==> config.mk <==
export PLATFORM = sky130hd
export DESIGN_NAME = temp_sensor_regs
export DESIGN_NICKNAME = d
export VERILOG_FILES = /design/src/temp_sensor_pkg.sv /design/src/temp_sensor_regs.sv
export SDC_FILE = /design/constraint.sdc
export NUM_CORES = 1
export LEC_CHECK = 0
export BUFFER_PORTS_ARGS = -buffer_cell sky130_fd_sc_hd__buf_2
export CORE_MARGIN = 2
export CORE_UTILIZATION = 45
export DETAILED_ROUTE_END_ITERATION = 7
export SYNTH_ARGS = -nofsm -noshare
export SYNTH_HDL_FRONTEND = slang
export SYNTH_SLANG_ARGS = --single-unit
==> constraint.sdc <==
create_clock -name clk_sys -period 8.8 [get_ports clk_sys]
set_input_delay 0.88 -clock clk_sys [delete_from_list [all_inputs] [get_ports clk_sys]]
set_output_delay 0.88 -clock clk_sys [all_outputs]
set_load 0.02 [all_outputs]
==> src/temp_sensor_pkg.sv <==
// constants and types shared by the temperature sensor register block
// Operation
// (RULE1) Register 08h is a 16-bit read/write scratch word holding user data.
// (RULE2) Scratch writes hit only the logic register while unlock is clear, and program the nonvolatile copy while set.
// (RULE3) The host should never erase or rewrite the first scratch word, which holds factory identity data.
// (RULE4) Register 0Fh is a read-only identification word that host writes cannot change.
// (RULE5) Identification bits 15:12 report the silicon revision.
// (RULE6) Identification bits 11:0 report a fixed twelve-bit part code.
// (RULE7) The device is only a bus target: the host drives the clock, data is two-way, alert is an output.
// (RULE8) The address-select pin picks one of four target addresses: ground, supply, data or clock.
// (RULE9) Alert is signalled when the result crosses the limits in registers 02h and 03h.
// (RULE10) Results average 1, 8, 32 or 64 consecutive conversions.
// (RULE11) An eight-conversion average completes in 125 ms.
// (RULE12) A general-call reset resets the device for about 1.5 ms, then sampling restarts.
// (RULE13) After a synchronising reset in 16 s cycles the host should read each result within 16 s.
// (RULE14) Every access moves a 16-bit word, high byte first, after a pointer byte.
package temp_sensor_pkg;
    localparam int WORD_W = 16;
    localparam int BYTE_W = 8;
    localparam int ACC_W = 22;
    localparam logic [7:0] REG_RESULT = 8'h00;
    localparam logic [7:0] REG_CONFIG = 8'h01;
    localparam logic [7:0] REG_HIGH = 8'h02;
    localparam logic [7:0] REG_LOW = 8'h03;
    localparam logic [7:0] REG_UNLOCK = 8'h04;
    localparam logic [7:0] REG_SCRATCH = 8'h08;
    localparam logic [7:0] REG_IDENT = 8'h0F;
    localparam int UNLOCK_BIT = 15;
    localparam int AVG_LSB = 5;
    localparam logic [1:0] AVG_1 = 2'h0;
    localparam logic [1:0] AVG_8 = 2'h1;
    localparam logic [1:0] AVG_32 = 2'h2;
    localparam logic [1:0] AVG_64 = 2'h3;
    localparam logic [15:0] CONFIG_RESET = 16'h0020;
    localparam logic [15:0] HIGH_RESET = 16'h6000;
    localparam logic [15:0] LOW_RESET = 16'h8000;
    localparam logic [15:0] ZERO_WORD = 16'h0000;
    localparam logic [7:0] GENCALL_ADDR = 8'h00;
    localparam logic [7:0] GENCALL_RESET = 8'h06;
    localparam logic [3:0] BYTE_BITS = 4'h8;
    localparam int CLK_HZ = 40_000_000;
    localparam int CLK_PERIOD_NS = 1_000_000_000 / CLK_HZ;
    localparam int AVG8_TIME_US = 125_000;
    localparam int AVG8_SAMPLES = 8;
    localparam int CONV_CYCLES =
        (CLK_HZ / 1_000_000) * AVG8_TIME_US / AVG8_SAMPLES;
    localparam int SOFT_RESET_NS = 1_500_000;
    localparam int SOFT_RESET_CYCLES =
        (SOFT_RESET_NS + CLK_PERIOD_NS - 1) / CLK_PERIOD_NS;
    typedef enum logic [2:0] {
        ST_IDLE = 3'b000,
        ST_RECV = 3'b001,
        ST_ACK = 3'b010,
        ST_SEND = 3'b011,
        ST_MACK = 3'b100
    } bus_state_t;
endpackage

==> src/temp_sensor_regs.sv <==
// two-wire target with scratch, identity, limits, averaging and alert
`timescale 1ns/100ps
module temp_sensor_regs #(
    parameter int CONV_CYCLES_P = temp_sensor_pkg::CONV_CYCLES,
    parameter int RESET_CYCLES_P = temp_sensor_pkg::SOFT_RESET_CYCLES,
    parameter logic [6:0] TARGET_BASE = 7'h48,
    // arbitrary identity values
    parameter logic [3:0] PART_REVISION = 4'h0,
    parameter logic [11:0] PART_CODE = 12'h5A3
)(
    input wire logic clk_sys,
    input wire logic reset,
    input wire logic sclIn,
    input wire logic sdaIn,
    output logic sdaOut,
    output logic sdaOe,
    input wire logic targetAddressSelectPin,
    output logic alertOut,
    output logic alertOe,
    input wire logic [temp_sensor_pkg::WORD_W-1:0] rawSample,
    input wire logic rawValid,
    output logic convStart,
    output logic nvmProgram,
    output logic [temp_sensor_pkg::WORD_W-1:0] nvmData,
    input wire logic nvmBusy
);
    import temp_sensor_pkg::*;

    localparam int CT_W = $clog2(CONV_CYCLES_P + 1);
    localparam int RT_W = $clog2(RESET_CYCLES_P + 1);

    logic sclS1, sclS2, sclS3, sdaS1, sdaS2, sdaS3, pinS1, pinS2;
    logic sclRise, sclFall, busStart, busStop;
    bus_state_t state, next_state;
    logic [3:0] bitCnt, next_bitCnt;
    logic [1:0] byteIdx, next_byteIdx;
    logic [7:0] shiftReg, next_shiftReg, pointer, next_pointer;
    logic [7:0] dataMsb, next_dataMsb;
    logic [15:0] txWord, next_txWord, readWord;
    logic txLow, next_txLow, isRead, next_isRead;
    logic isGenCall, next_isGenCall, next_sdaOe, commit;
    logic [15:0] configReg, next_configReg, highLimit, next_highLimit;
    logic [15:0] lowLimit, next_lowLimit, scratchWord, next_scratchWord;
    logic [15:0] resultReg, next_resultReg, next_nvmData, writeWord;
    logic unlockBit, next_unlockBit, next_nvmProgram, next_convStart;
    logic next_alertOe, newResult;
    logic signed [ACC_W-1:0] acc, next_acc, sum;
    logic [6:0] sampleCnt, next_sampleCnt;
    logic [CT_W-1:0] convTimer, next_convTimer;
    logic [RT_W-1:0] resetCnt, next_resetCnt;
    logic everHigh, everLow, diffSda, diffScl;
    logic next_everHigh, next_everLow, next_diffSda, next_diffScl;
    logic [1:0] addrSel;
    logic [6:0] myAddr;

    function automatic logic [2:0] avgShift(input logic [1:0] field);
        unique case (field)
            AVG_1: avgShift = 3'h0;
            AVG_8: avgShift = 3'h3;
            AVG_32: avgShift = 3'h5;
            AVG_64: avgShift = 3'h6;
        endcase
    endfunction

    function automatic logic [15:0] regRead(input logic [7:0] ptr);
        unique case (ptr)
            REG_RESULT: regRead = resultReg;
            REG_CONFIG: regRead = configReg;
            REG_HIGH: regRead = highLimit;
            REG_LOW: regRead = lowLimit;
            REG_UNLOCK: regRead = {unlockBit, nvmBusy, 14'h0000};
            REG_SCRATCH: regRead = scratchWord; // RULE1
            REG_IDENT: regRead = {PART_REVISION, PART_CODE}; // RULE5 RULE6
            default: regRead = ZERO_WORD;
        endcase
    endfunction

    // pins are asynchronous to clk_sys; edges come from the second stage
    always_ff @(posedge clk_sys)
    begin
        sclS1 <= sclIn;
        sclS2 <= sclS1;
        sclS3 <= sclS2;
        sdaS1 <= sdaIn;
        sdaS2 <= sdaS1;
        sdaS3 <= sdaS2;
        pinS1 <= targetAddressSelectPin;
        pinS2 <= pinS1;
    end

    assign sclRise = sclS2 && !sclS3;
    assign sclFall = !sclS2 && sclS3;
    assign busStart = sclS2 && sdaS3 && !sdaS2;
    assign busStop = sclS2 && !sdaS3 && sdaS2;
    assign writeWord = {dataMsb, shiftReg};
    // a continuous assign would miss register updates behind the function
    always_comb
    begin
        readWord = regRead(pointer);
    end

    // a pin strapped to a bus line only reveals itself once traffic runs
    always_comb
    begin
        if (!everHigh)
            addrSel = 2'h0;
        else if (!everLow)
            addrSel = 2'h1;
        else if (!diffSda && diffScl)
            addrSel = 2'h2;
        else
            addrSel = 2'h3;
        myAddr = TARGET_BASE + {5'h00, addrSel}; // RULE8
    end

    always_comb
    begin
        next_state = state;
        next_bitCnt = bitCnt;
        next_byteIdx = byteIdx;
        next_shiftReg = shiftReg;
        next_pointer = pointer;
        next_dataMsb = dataMsb;
        next_txWord = txWord;
        next_txLow = txLow;
        next_isRead = isRead;
        next_isGenCall = isGenCall;
        next_sdaOe = sdaOe;
        next_configReg = configReg;
        next_highLimit = highLimit;
        next_lowLimit = lowLimit;
        next_scratchWord = scratchWord;
        next_resultReg = resultReg;
        next_unlockBit = unlockBit;
        next_nvmProgram = 1'b0;
        next_nvmData = nvmData;
        next_convStart = 1'b0;
        next_alertOe = alertOe;
        next_acc = acc;
        next_sampleCnt = sampleCnt;
        next_convTimer = convTimer;
        next_resetCnt = resetCnt;
        commit = 1'b0;
        newResult = 1'b0;
        sum = acc + {{(ACC_W-WORD_W){rawSample[15]}}, rawSample};
        next_everHigh = everHigh || pinS2; // RULE8
        next_everLow = everLow || !pinS2;
        next_diffSda = diffSda || (pinS2 != sdaS2);
        next_diffScl = diffScl || (pinS2 != sclS2);

        // target only: data is pulled low or released, never driven high
        unique case (state) // RULE7
            ST_IDLE:
            begin
                next_sdaOe = 1'b0;
            end
            ST_RECV:
            begin
                if (sclRise && bitCnt != BYTE_BITS)
                begin
                    next_shiftReg = {shiftReg[6:0], sdaS2};
                    next_bitCnt = bitCnt + 4'h1;
                end
                else if (sclFall && bitCnt == BYTE_BITS)
                begin
                    next_bitCnt = 4'h0;
                    next_state = ST_ACK;
                    next_sdaOe = 1'b1;
                    next_byteIdx = (byteIdx == 2'h3) ? 2'h2 : byteIdx + 2'h1;
                    unique case (byteIdx)
                        2'h0:
                        begin
                            next_isRead = shiftReg[0];
                            next_isGenCall = shiftReg == GENCALL_ADDR;
                            if (shiftReg[7:1] != myAddr &&
                                shiftReg != GENCALL_ADDR)
                            begin
                                next_state = ST_IDLE;
                                next_sdaOe = 1'b0;
                            end
                        end
                        2'h1:
                        begin
                            if (!isGenCall)
                                next_pointer = shiftReg; // RULE14
                            else if (shiftReg == GENCALL_RESET)
                                next_resetCnt = RT_W'(RESET_CYCLES_P); // RULE12
                        end
                        2'h2:
                        begin
                            next_dataMsb = shiftReg; // RULE14
                        end
                        2'h3:
                        begin
                            commit = !isGenCall; // RULE14
                        end
                    endcase
                end
            end
            ST_ACK:
            begin
                if (sclFall && isRead)
                begin
                    next_txWord = readWord; // RULE14
                    next_sdaOe = !readWord[15];
                    next_bitCnt = 4'h1;
                    next_txLow = 1'b0;
                    next_state = ST_SEND;
                end
                else if (sclFall)
                begin
                    next_sdaOe = 1'b0;
                    next_state = ST_RECV;
                end
            end
            ST_SEND:
            begin
                if (sclFall && bitCnt == BYTE_BITS)
                begin
                    next_sdaOe = 1'b0;
                    next_state = ST_MACK;
                end
                else if (sclFall)
                begin
                    next_sdaOe = !txWord[14];
                    next_txWord = {txWord[14:0], 1'b0};
                    next_bitCnt = bitCnt + 4'h1;
                end
            end
            ST_MACK:
            begin
                if (sclRise && sdaS2)
                    next_state = ST_IDLE;
                else if (sclFall && !txLow)
                begin
                    next_sdaOe = !txWord[14];
                    next_txWord = {txWord[14:0], 1'b0};
                    next_bitCnt = 4'h1;
                    next_txLow = 1'b1;
                    next_state = ST_SEND;
                end
                else if (sclFall)
                begin
                    next_txWord = readWord;
                    next_sdaOe = !readWord[15];
                    next_bitCnt = 4'h1;
                    next_txLow = 1'b0;
                    next_state = ST_SEND;
                end
            end
            default:
            begin
                next_state = ST_IDLE;
            end
        endcase
        if (busStart)
        begin
            next_state = ST_RECV;
            next_bitCnt = 4'h0;
            next_byteIdx = 2'h0;
            next_sdaOe = 1'b0;
        end
        else if (busStop)
        begin
            next_state = ST_IDLE;
            next_sdaOe = 1'b0;
        end

        // identity and result words accept no writes
        if (commit) // RULE4
        begin
            unique case (pointer)
                REG_CONFIG: next_configReg = writeWord;
                REG_HIGH: next_highLimit = writeWord;
                REG_LOW: next_lowLimit = writeWord;
                REG_UNLOCK: next_unlockBit = writeWord[UNLOCK_BIT];
                REG_SCRATCH:
                begin
                    next_scratchWord = writeWord; // RULE1
                    if (unlockBit) // RULE2
                    begin
                        next_nvmProgram = 1'b1;
                        next_nvmData = writeWord;
                    end
                end
                default:
                begin
                end
            endcase
        end

        if (resetCnt != {RT_W{1'b0}})
        begin
            // held in reset; pacing restarts from zero when it ends
            next_resetCnt = resetCnt - RT_W'(1); // RULE12
            next_convTimer = {CT_W{1'b0}};
            next_acc = {ACC_W{1'b0}};
            next_sampleCnt = 7'h00;
            next_configReg = CONFIG_RESET;
            next_highLimit = HIGH_RESET;
            next_lowLimit = LOW_RESET;
            next_unlockBit = 1'b0;
            next_alertOe = 1'b0;
        end
        else
        begin
            if (convTimer == {CT_W{1'b0}})
            begin
                next_convStart = 1'b1; // RULE11
                next_convTimer = CT_W'(CONV_CYCLES_P - 1);
            end
            else
                next_convTimer = convTimer - CT_W'(1);
            if (rawValid)
            begin
                if (sampleCnt + 7'h01 ==
                    7'h01 << avgShift(configReg[AVG_LSB+:2])) // RULE10
                begin
                    next_resultReg = WORD_W'(sum >>>
                        avgShift(configReg[AVG_LSB+:2]));
                    next_acc = {ACC_W{1'b0}};
                    next_sampleCnt = 7'h00;
                    newResult = 1'b1;
                end
                else
                begin
                    next_acc = sum;
                    next_sampleCnt = sampleCnt + 7'h01;
                end
            end
            // new count starts empty; a stale count could overrun the target
            if (commit && pointer == REG_CONFIG) // RULE10
            begin
                next_acc = {ACC_W{1'b0}};
                next_sampleCnt = 7'h00;
            end
            if (newResult) // RULE9
                next_alertOe = $signed(next_resultReg) > $signed(highLimit)
                    || $signed(next_resultReg) < $signed(lowLimit);
        end
    end

    always_ff @(posedge clk_sys)
    begin
        if (reset)
        begin
            state <= ST_IDLE;
            bitCnt <= 4'h0;
            byteIdx <= 2'h0;
            shiftReg <= 8'h00;
            pointer <= REG_RESULT;
            dataMsb <= 8'h00;
            txWord <= ZERO_WORD;
            txLow <= 1'b0;
            isRead <= 1'b0;
            isGenCall <= 1'b0;
            sdaOe <= 1'b0;
            sdaOut <= 1'b0;
            alertOut <= 1'b0;
            configReg <= CONFIG_RESET;
            highLimit <= HIGH_RESET;
            lowLimit <= LOW_RESET;
            scratchWord <= ZERO_WORD;
            resultReg <= ZERO_WORD;
            unlockBit <= 1'b0;
            nvmProgram <= 1'b0;
            nvmData <= ZERO_WORD;
            convStart <= 1'b0;
            alertOe <= 1'b0;
            acc <= {ACC_W{1'b0}};
            sampleCnt <= 7'h00;
            convTimer <= {CT_W{1'b0}};
            resetCnt <= {RT_W{1'b0}};
            everHigh <= 1'b0;
            everLow <= 1'b0;
            diffSda <= 1'b0;
            diffScl <= 1'b0;
        end
        else
        begin
            state <= next_state;
            bitCnt <= next_bitCnt;
            byteIdx <= next_byteIdx;
            shiftReg <= next_shiftReg;
            pointer <= next_pointer;
            dataMsb <= next_dataMsb;
            txWord <= next_txWord;
            txLow <= next_txLow;
            isRead <= next_isRead;
            isGenCall <= next_isGenCall;
            sdaOe <= next_sdaOe;
            sdaOut <= 1'b0;
            alertOut <= 1'b0;
            configReg <= next_configReg;
            highLimit <= next_highLimit;
            lowLimit <= next_lowLimit;
            scratchWord <= next_scratchWord;
            resultReg <= next_resultReg;
            unlockBit <= next_unlockBit;
            nvmProgram <= next_nvmProgram;
            nvmData <= next_nvmData;
            convStart <= next_convStart;
            alertOe <= next_alertOe;
            acc <= next_acc;
            sampleCnt <= next_sampleCnt;
            convTimer <= next_convTimer;
            resetCnt <= next_resetCnt;
            everHigh <= next_everHigh;
            everLow <= next_everLow;
            diffSda <= next_diffSda;
            diffScl <= next_diffScl;
        end
    end

    AST_SCRATCH_WRITE: assert property (@(posedge clk_sys) // RULE1
        disable iff (reset) commit && pointer == REG_SCRATCH
        && resetCnt == {RT_W{1'b0}} |=> scratchWord == $past(writeWord))
        else $error("scratch word did not take the written value");
    AST_LOCKED_NO_PROGRAM: assert property (@(posedge clk_sys) // RULE2
        disable iff (reset)
        commit && pointer == REG_SCRATCH && !unlockBit |=> !nvmProgram)
        else $error("nonvolatile program while locked");
    AST_UNLOCKED_PROGRAM: assert property (@(posedge clk_sys) // RULE2
        disable iff (reset) commit && pointer == REG_SCRATCH && unlockBit
        |=> nvmProgram && nvmData == $past(writeWord))
        else $error("unlocked scratch write did not program");
    AST_IDENT_LOAD: assert property (@(posedge clk_sys) // RULE4
        disable iff (reset)
        state == ST_ACK && sclFall && isRead && pointer == REG_IDENT
        |=> txWord == {PART_REVISION, PART_CODE})
        else $error("identification word read back wrong");
    AST_TARGET_ONLY: assert property (@(posedge clk_sys) // RULE7
        disable iff (reset)
        !sdaOut && !alertOut && (state != ST_IDLE || !sdaOe))
        else $error("data line driven outside a transfer");
    AST_ALERT_ON_LIMIT: assert property (@(posedge clk_sys) // RULE9
        disable iff (reset)
        newResult && $signed(next_resultReg) > $signed(highLimit)
        |=> alertOe)
        else $error("alert missing above high limit");
    AST_AVG_ONE: assert property (@(posedge clk_sys) // RULE10
        disable iff (reset) rawValid && resetCnt == {RT_W{1'b0}}
        && configReg[AVG_LSB+:2] == AVG_1 |=> resultReg == $past(rawSample))
        else $error("single-sample result differs from sample");
    AST_PACING: assert property (@(posedge clk_sys) // RULE11
        disable iff (reset) convStart |-> $past(convTimer) == {CT_W{1'b0}}
        ##1 !convStart[*2])
        else $error("conversion start out of pace");
    AST_SOFT_RESET: assert property (@(posedge clk_sys) // RULE12
        disable iff (reset)
        resetCnt != {RT_W{1'b0}} |=> !convStart && configReg == CONFIG_RESET)
        else $error("activity during general-call reset");
endmodule

==> summary.md, run 1 <==
| Metric | Value |
|---|---|
| Tightest Hold Check Type | flip-flop to flip-flop |
| Top post-synthesis cells by area | dfxtp_1 (35%), nand2_1 (7.9%), a21oi_1 (6.7%) |
| First-pass DRT Iterations | 5 |
| Buffers on Ports | 42 |
| Synth warn | 0 |
| Combined area of all synthesized cells | 13200 um2 |
| Register area share after synthesis | 34.7% |
| Routed len/inst | 17.9 um |
| Peak supply drop | between 100 and 150 uV |
| RSZ-0062 raised after global routing | no |
| First-pass GRT wire length | 60.5 mm |
| Mux share of post-synthesis cell area | 3.66% |
| Largest area contributor in the netlist | dfxtp_1 |
| Vias | 11981 |
| Antenna cells | 0 |
| Post-Synth Simple-Gate Area | 23.8% |
| DRC viols | 0 |
| DIE AREA | 30700 um2 |
| Hold path depth | 0 |
| Clock tree buffer depth | 3 |
| Post-place setup slack | 3370 ps |
| Clk_skew | 22.0 ps |
| R2r setup slk | 3790 ps |
| Total Nets Final | 1743 |
| # H-tree levels | 1 |
| Core outline area | between 20000 and 30000 um2 |
| Endpoints failing setup | 0 |
| Hold-fix buffers, CTS | 0 |
| Pleak | 5.22 nW |
| Max_slew headroom | between 20% and 30% |
| Layout area overhead | 8.69% |
| I/O pin cnt | 45 |
| Max Slew Vio Count | 0 |
| Worst-skew pair later-pin latency | 550 ps |
| Worst-Margin Slew | about 1100 ps |
| Number of flops mapped to enable cells by yosys | 0 |
| Detail Route Antenna Nets | 0 |
| Via-to-Cell Ratio | roughly 5.8 |
| Initial antenna violation count | 0 |
| Clk root buf | clkbuf_16 |
| Post-synth ARST share | 0% |
| Critical path endpoint category | flip-flop |
| Final hold viol count | 0 |
| GP Congestion | 0.882 |
| Fillers | approximately 2900 |
| Switching share of power | around 32% |
| Final Util | 49.8% |
| Post-Syn Instances | roughly 1700 |
| Worst Hold Endpoint | pinS2 |
| Die height | roughly 180 um |
| Min-delay src | pinS1 |
| Area taken by multi-input logic gates | 7930 um2 |
| Largest net degree at the start of global routing | 64 |
| Synth Area in Compound Gates | 23.0% |
| Synth top area share | 34.7% |
| XOR/XNOR share of the synthesized area | 3.25% |
| Syn avg cell area | 7.83 um2 |
| Top FF cell, synth | dfxtp_1 |
| Setup TNS | 0 ps |
| CTS tree | done |
| Overflow after GRT | 0 |
| Initial DRC Count | 898 |
| Largest family of logic cells by synthesized area | simple AND/OR/NAND/NOR gates |
| CP arrival | 5420 ps |
| R2R Path Start | configReg[6] |
| Initial Utilization | 45.9% |
| F_max | 0.200 GHz |
| Layout cell share with drive strength beyond 1 | 8.00% |
| Most frequent cell after synthesis | nand2_1 |
| Sequential cell area | 4580 um2 |
| Tmin final | about 5000 ps |
| Int Pwr | 2.05 mW |
| Status | finished clean |
| CP Launch Type | flip-flop |
| Cell area power density | 211 nW/um2 |
| Post-CTS setup buffers | 0 |
| Setup WS post-layout | about 3800 ps |
| Clock buffer count from CTS | 26 |
| Sequential group share of total power | 38.2% |
| Top cells by count, synth | nand2_1 (279), dfxtp_1 (229), a21oi_1 (177) |
| Psw | 0.972 mW |
| Num Clock Sinks | 229 |
| Global-route usage over all layers | 23.9% |
| Max_cap viols | 0 |
| Combinational Power Share | 25.8% |
| Period utilisation layout | 56.9% |
| Critical path class | flip-flop to flip-flop |
| Site Rows | 62 |
| Synth cell types | 92 |
| Die Width | 175 um |
| Reg2reg path depth | 16 |
| Data required, critical path | 9220 ps |
| Synth Register Bits | around 230 |
| Vias in the first global route | 11405 |
| R2r endpoint | alertOe |
| Final HPWL from detailed placement | 26.5 mm |
| Worst-path clk slew | 70 ps |
| Post-CTS sizing | 0 |
| Post-synthesis adder-cell area fraction | around 6.2% |
| DRT Wirelength | 36.9 mm |
| Clk network pwr share | between 30% and 40% |
| Max Fanout on Critical Path | 22 |
[power groups by stage]
stage | Combinational, mW | Sequential (mW) | Clock (mW)
detailed placement | 0.780 | 1.17 | 0
floorplan | 0.641 | 1.16 | 0
CTS | 0.786 | 1.15 | 1.11
global route | 0.886 | 1.16 | 1.15
finish | 0.779 | 1.15 | 1.09
global placement | 0.772 | 1.17 | 0
[sequential cells by signal (all words and copies together), names as in the netlist, 15 cells and up]
register,cells
acc,22
configReg,16
convTimer,20
highLimit,16
lowLimit,16
nvmData,16
resetCnt,16
resultReg,16
scratchWord,16
txWord,15
[cell families (layout without fill, tap and decap cells)]
logic type,count (synthesis),count (layout)
mux,42,42
flops,229,229
simple gates,676,676
other cells,1,2
compound gates,457,457
buf+inv,167,155
xor+xnor,49,49
fa+ha+maj,65,65
[worst max path at each step]
stage	from	to	cells past startpoint
after global routing	configReg[5]	alertOe	16
after global placement	rawSample[0]	alertOe	21
after detailed placement	rawSample[0]	alertOe	21
after floorplan	rawSample[0]	alertOe	20
after CTS	configReg[6]	alertOe	16
final	configReg[6]	alertOe	16
[cells in the final DEF (no fill, tap or decap), types with 10 or more instances in the layout]
cell and instances:
buf_4 10, nor4_1 16, xor2_1 21, nand2b_1 11, inv_1 55, o211ai_1 16, a21o_1 12, a211oi_1 24
or3_1 21, mux2i_1 37, nand2_1 279, nand4_1 19, buf_2 41, nand3_1 39, a21oi_1 177, ha_1 64
nor2b_1 15, o21a_1 19, clkbuf_16 26, nor2_1 163, a22oi_1 38, dfxtp_1 229, o21ai_0 49, nor3_1 42
o31ai_1 11, and2_1 17, a31oi_1 13, xnor2_1 28
[stage by stage]
step,hold slack [ps],cells,total power [mW],cell area (um2)
2_1_floorplan,310,1687,1.80,13200
3_3_place_gp,317,2011,1.95,13500
3_5_place_dp,318,2011,1.95,13500
4_1_cts,329,2059,3.05,14300
5_1_grt,334,2059,3.20,14300
6_report,327,2059,3.02,14300
[worst max-delay path, stage by stage (launching register included)]
cell      delay, ps
dfxtp_1         440
inv_1           140
ha_1            300
o21ba_2         570
nand2_1         130
xnor2_1         300
nand4_1         590
nor2_1          800
mux2i_1         270
o21ai_1         120
ha_1            350
nand4_1         100
nor2_1          180
o2111a_1        200
o41ai_1          60
a41oi_1         220
o21ai_0          90
[cell type report]
class,count,share of cell area [%]
Sequential cell,229,32.0
Clock inverter,8,0.558
Tap cell,384,3.35
Inverter,56,1.47
Multi-Input combinational cell,1291,55.3
Timing Repair Buffer,51,1.95
Clock buffer,40,5.46
[metal layers]
metal  vias to the layer above  GRT usage (%)  part of all wire [%]
met5                         -              0                     0
met4                         0           8.68                   3.8
met3                        69           2.60                   4.6
met2                       311           39.4                    46
met1                      5651           32.4                    46
li1                       5950              -                     -
Power figures use the tool's default switching activity.
==> run 2, diff against run 1 <==
--- a/config.mk
+++ b/config.mk
@@ -5,6 +5,7 @@
 export SDC_FILE = /design/constraint.sdc
 export NUM_CORES = 1
 export LEC_CHECK = 0
+export ABC_AREA = 1
 export BUFFER_PORTS_ARGS = -buffer_cell sky130_fd_sc_hd__buf_2
 export CORE_MARGIN = 2
 export CORE_UTILIZATION = 45
==> constraint.sdc (replaced) <==
create_clock -name clk_sys -period 4.6 [get_ports clk_sys]
set_input_delay 0.46 -clock clk_sys [delete_from_list [all_inputs] [get_ports clk_sys]]
set_output_delay 0.46 -clock clk_sys [all_outputs]
set_load 0.02 [all_outputs]
==> run 2 against run 1 <==
  * Sequential share of layout area rose by 0.087 points
  * Via count increased by 0.38%
  * Hold slack got worse by 120 ps
  * Combinational power grew to 3.2 times the previous value
  * Sequential cell count did not move
  * Clock skew is 9.9 ps lower
  * Critical endpoint unchanged
==> summary.md, run 2 <==
| Metric | Value |
|---|---|
| Status | finished clean (unchanged) |
| Critical path endpoint category | flip-flop (unchanged) |
| Min-delay src | rawValid (was pinS1) |
| First-pass DRT Iterations | 7 (was 5) |
| Most frequent cells in the layout | nand2_1 (331), inv_1 (235), dfxtp_1 (229) (was nand2_1 (279), dfxtp_1 (229), a21oi_1 (177)) |
| Worst path bufs/invs | 3 (was 1) |
| Top FF cell, synth | dfxtp_1 (unchanged) |
| Initial Utilization | 45.9% (about the same) |
| Max incr delay on CP | 460 ps (was 800 ps) |
| Post-Layout Cell Count | 2229 (was 2059) |
| Hold path depth | 2 (was 0) |
| Initial DRC Count | 895 (was 898) |
| Final Util | 51.2% (was 49.8%) |
| Total Nets Final | 1922 (was 1743) |
| Max Fanout on Critical Path | 6 (was 22) |
| I/O pin cnt | 45 (unchanged) |
| Post-Syn Instances | 1805 (was 1686) |
| Combined area of all synthesized cells | 12800 um2 (was 13200 um2) |
| Post-CTS setup buffers | 0 (unchanged) |
| F_max | 0.244 GHz (was 0.200 GHz) |
| Peak supply drop | 328 uV (was 141 uV) |
| Detail Route Antenna Nets | 0 (unchanged) |
| Setup TNS | 0 ps (unchanged) |
| Tmin final | 4110 ps (was 5010 ps) |
| Die Width | 173 um (was 175 um) |
| Vias | 12026 (was 11981) |
| Final hold viol count | 0 (unchanged) |
| Clk root buf | clkbuf_16 (unchanged) |
| Synth cell types | 62 (was 92) |
| Worst-path clk slew | 70 ps (about the same) |
| Pleak | 6.10 nW (was 5.22 nW) |
| Core outline area | 27900 um2 (was 28800 um2) |
| Number of flops mapped to enable cells by yosys | 0 (unchanged) |
| Synth top area share | 35.7% (was 34.7%) |
| Register area share after synthesis | 35.7% (was 34.7%) |
| Post-synth ARST share | 0% (unchanged) |
| Overflow after GRT | 0 (unchanged) |
| GP Congestion | 0.926 (was 0.882) |
| Overall Power | 7.07 mW (was 3.02 mW) |
| Max reg flops | 22 (unchanged) |
| Period utilisation layout | 89.3% (was 56.9%) |
| Largest net degree at the start of global routing | 57 (was 64) |
| R2r endpoint | alertOe (unchanged) |
| Commonest non-fill, non-tap cell in the layout | nand2_1 (unchanged) |
| Site Rows | 61 (was 62) |
| CP Launch Type | flip-flop (unchanged) |
| Layout cell share with drive strength beyond 1 | 10.4% (was 8.00%) |
| Critical path class | flip-flop to flip-flop (unchanged) |
| Tightest Hold Check Type | primary input to flip-flop (was flip-flop to flip-flop) |
| Synth warn | 0 (unchanged) |
| Clock tree buffer depth | 3 (unchanged) |
| Most frequent cell after synthesis | nand2_1 (unchanged) |
| Antenna cells | 0 (unchanged) |
| Biggest regs | acc x22, convTimer x20 (unchanged) |
| Placed Cells incl. Taps | 2180 (was 2011) |
| Buffers on Ports | 42 (unchanged) |
| Data required, critical path | 5070 ps (was 9220 ps) |
| CTS tree | done (unchanged) |
| R2R Path Start | acc[6] (was configReg[6]) |
| Syn avg cell area | 7.11 um2 (was 7.83 um2) |
| Routed len/inst | 16.2 um (was 17.9 um) |
| Worst Hold Endpoint | sampleCnt[1] (was pinS2) |
| Clock buffer count from CTS | 27 (was 26) |
| Endpoints failing setup | 0 (unchanged) |
| DRC viols | 0 (unchanged) |
| Reg2reg path depth | 24 (was 16) |
| Top post-synthesis cells by area | dfxtp_1 (36%), nand2_1 (9.7%), inv_1 (6.9%) (was dfxtp_1 (35%), nand2_1 (7.9%), a21oi_1 (6.7%)) |
| Worst-Margin Slew | 976 ps (was 1080 ps) |
| RSZ-0062 raised after global routing | no (unchanged) |
| Biggest register | acc (unchanged) |
| Initial antenna violation count | 0 (unchanged) |
| Synth Register Bits | 229 (unchanged) |
| Layout area overhead | 11.5% (was 8.69%) |
| Via-to-Cell Ratio | 5.40 (was 5.82) |
| Max_slew headroom | 34.9% (was 27.8%) |
| Critical Path Most Common Cell | nand2_1 |
| Max_cap viols | 0 (unchanged) |
| R2r setup slk | 490 ps (was 3790 ps) |
| Vias in the first global route | 11221 (was 11405) |
| Critical path's slowest cell | a2111oi_0 (was nor2_1) |
| CP arrival | 4570 ps (was 5420 ps) |
| Largest area contributor in the netlist | dfxtp_1 (unchanged) |
| Crit-path cells | ha_1, nand2_1, inv_1, a21oi_1, nand2_1, a21oi_1, o21ai_1, xor2_1, o21ai_0, or2_2, nand3_1, nand3_1, nand2_1, ha_1, nand2_1, inv_1, nand3_1, a31oi_1, a2111oi_0, nand2_1, nand2_1, nand3_1, nand2_1, inv_1 (was inv_1, ha_1, o21ba_2, nand2_1, xnor2_1, nand4_1, nor2_1, mux2i_1, o21ai_1, ha_1, nand4_1, nor2_1, o2111a_1, o41ai_1, a41oi_1, o21ai_0) |
| First-pass GRT wire length | 59.2 mm (was 60.5 mm) |
| Top cells by count, synth | nand2_1 (331), inv_1 (235), dfxtp_1 (229) (was nand2_1 (279), dfxtp_1 (229), a21oi_1 (177)) |
| Cell area power density | 494 nW/um2 (was 211 nW/um2) |
| DRT Wirelength | 36.2 mm (was 36.9 mm) |
| # H-tree levels | 1 (unchanged) |
| Num Clock Sinks | 229 (unchanged) |
| Clk_skew | 12.1 ps (was 22.0 ps) |
| Die height | 173 um (was 175 um) |
| Max Slew Vio Count | 0 (unchanged) |
| Final HPWL from detailed placement | 27.0 mm (was 26.5 mm) |
| Worst-skew pair later-pin latency | 560 ps (was 550 ps) |
| DIE AREA | 29900 um2 (was 30700 um2) |
| Crit path max-delay family | compound AO/OA/AOI/OAI gates (was simple AND/OR/NAND/NOR gates) |
| Global-route usage over all layers | 23.9% (about the same) |
[run 2: timing repair]
item / 4_1_cts / 5_1_grt
endpoints found under the setup margin: 0 / 0
hold buffers: 3 / 0
resized for setup: 0 / 0
endpoints found under the hold margin: 3 / 0
[run 2: power breakdown]
group	leakage (nW)	switching, mW	internal (mW)
logic	3.80	1.62	0.896
clock network	0.438	0.866	1.30
registers	1.85	0.167	2.22
[run 2: worst max path at each step]
stage | from | endpoint | cells after the start
2_1_floorplan | rawSample[0] | alertOe | 28
3_3_place_gp | rawSample[9] | alertOe | 24
3_5_place_dp | rawSample[6] | alertOe | 25
4_1_cts | acc[0] | alertOe | 28
5_1_grt | acc[0] | alertOe | 28
6_report | acc[6] | alertOe | 24
[run 2: cell families after synthesis]
| group | after synthesis | share of synthesized area, % |
|---|---|---|
| AND/OR/NAND/NOR | 722 | 25.2 |
| AO/OA/AOI/OAI | 441 | 20.7 |
| buffers and inverters | 316 | 9.80 |
| flip-flops | 229 | 35.7 |
| adder cells (fa/ha/maj) | 65 | 6.40 |
| XOR/XNOR | 30 | 2.05 |
| other | 1 | 0.0292 |
| multiplexers | 1 | 0.0780 |
[run 2: worst reg2reg max path: cells and delay by family (launching register included)]
family                   cells  cell delay [ps]
flip-flops                   1              310
buffers and inverters        3              140
AO/OA/AOI/OAI                6             1360
adder cells (fa/ha/maj)      2              630
AND/OR/NAND/NOR             12             1340
XOR/XNOR                     1              230
[run 2: routing by layer]
metal / wire (um) / global-route usage [%] / part of all wire, %
met5: 0 / 0 / 0
met4: 765 / 5.51 / 2.1
met3: 1920 / 2.81 / 5.3
met2: 15600 / 37.4 / 43
met1: 17800 / 35.1 / 49
[run 2: cell type report]
cell class	count	area [um2]
Tap cell	378	473
Fill cell	2899	13600
Clock inverter	8	114
Clock buffer	38	787
Multi-Input combinational cell	1261	7000
Timing Repair Buffer	68	425
Sequential cell	229	4580
Inverter	247	927
[run 2: per-stage QoR]
stage	instance area [um2]	hold slack (ps)	setup slack (ps)
after floorplan	12800	310	1000
after global placement	13400	311	408
after detailed placement	13400	312	346
after CTS	14300	185	555
after global routing	14300	218	8.56
final	14300	206	494
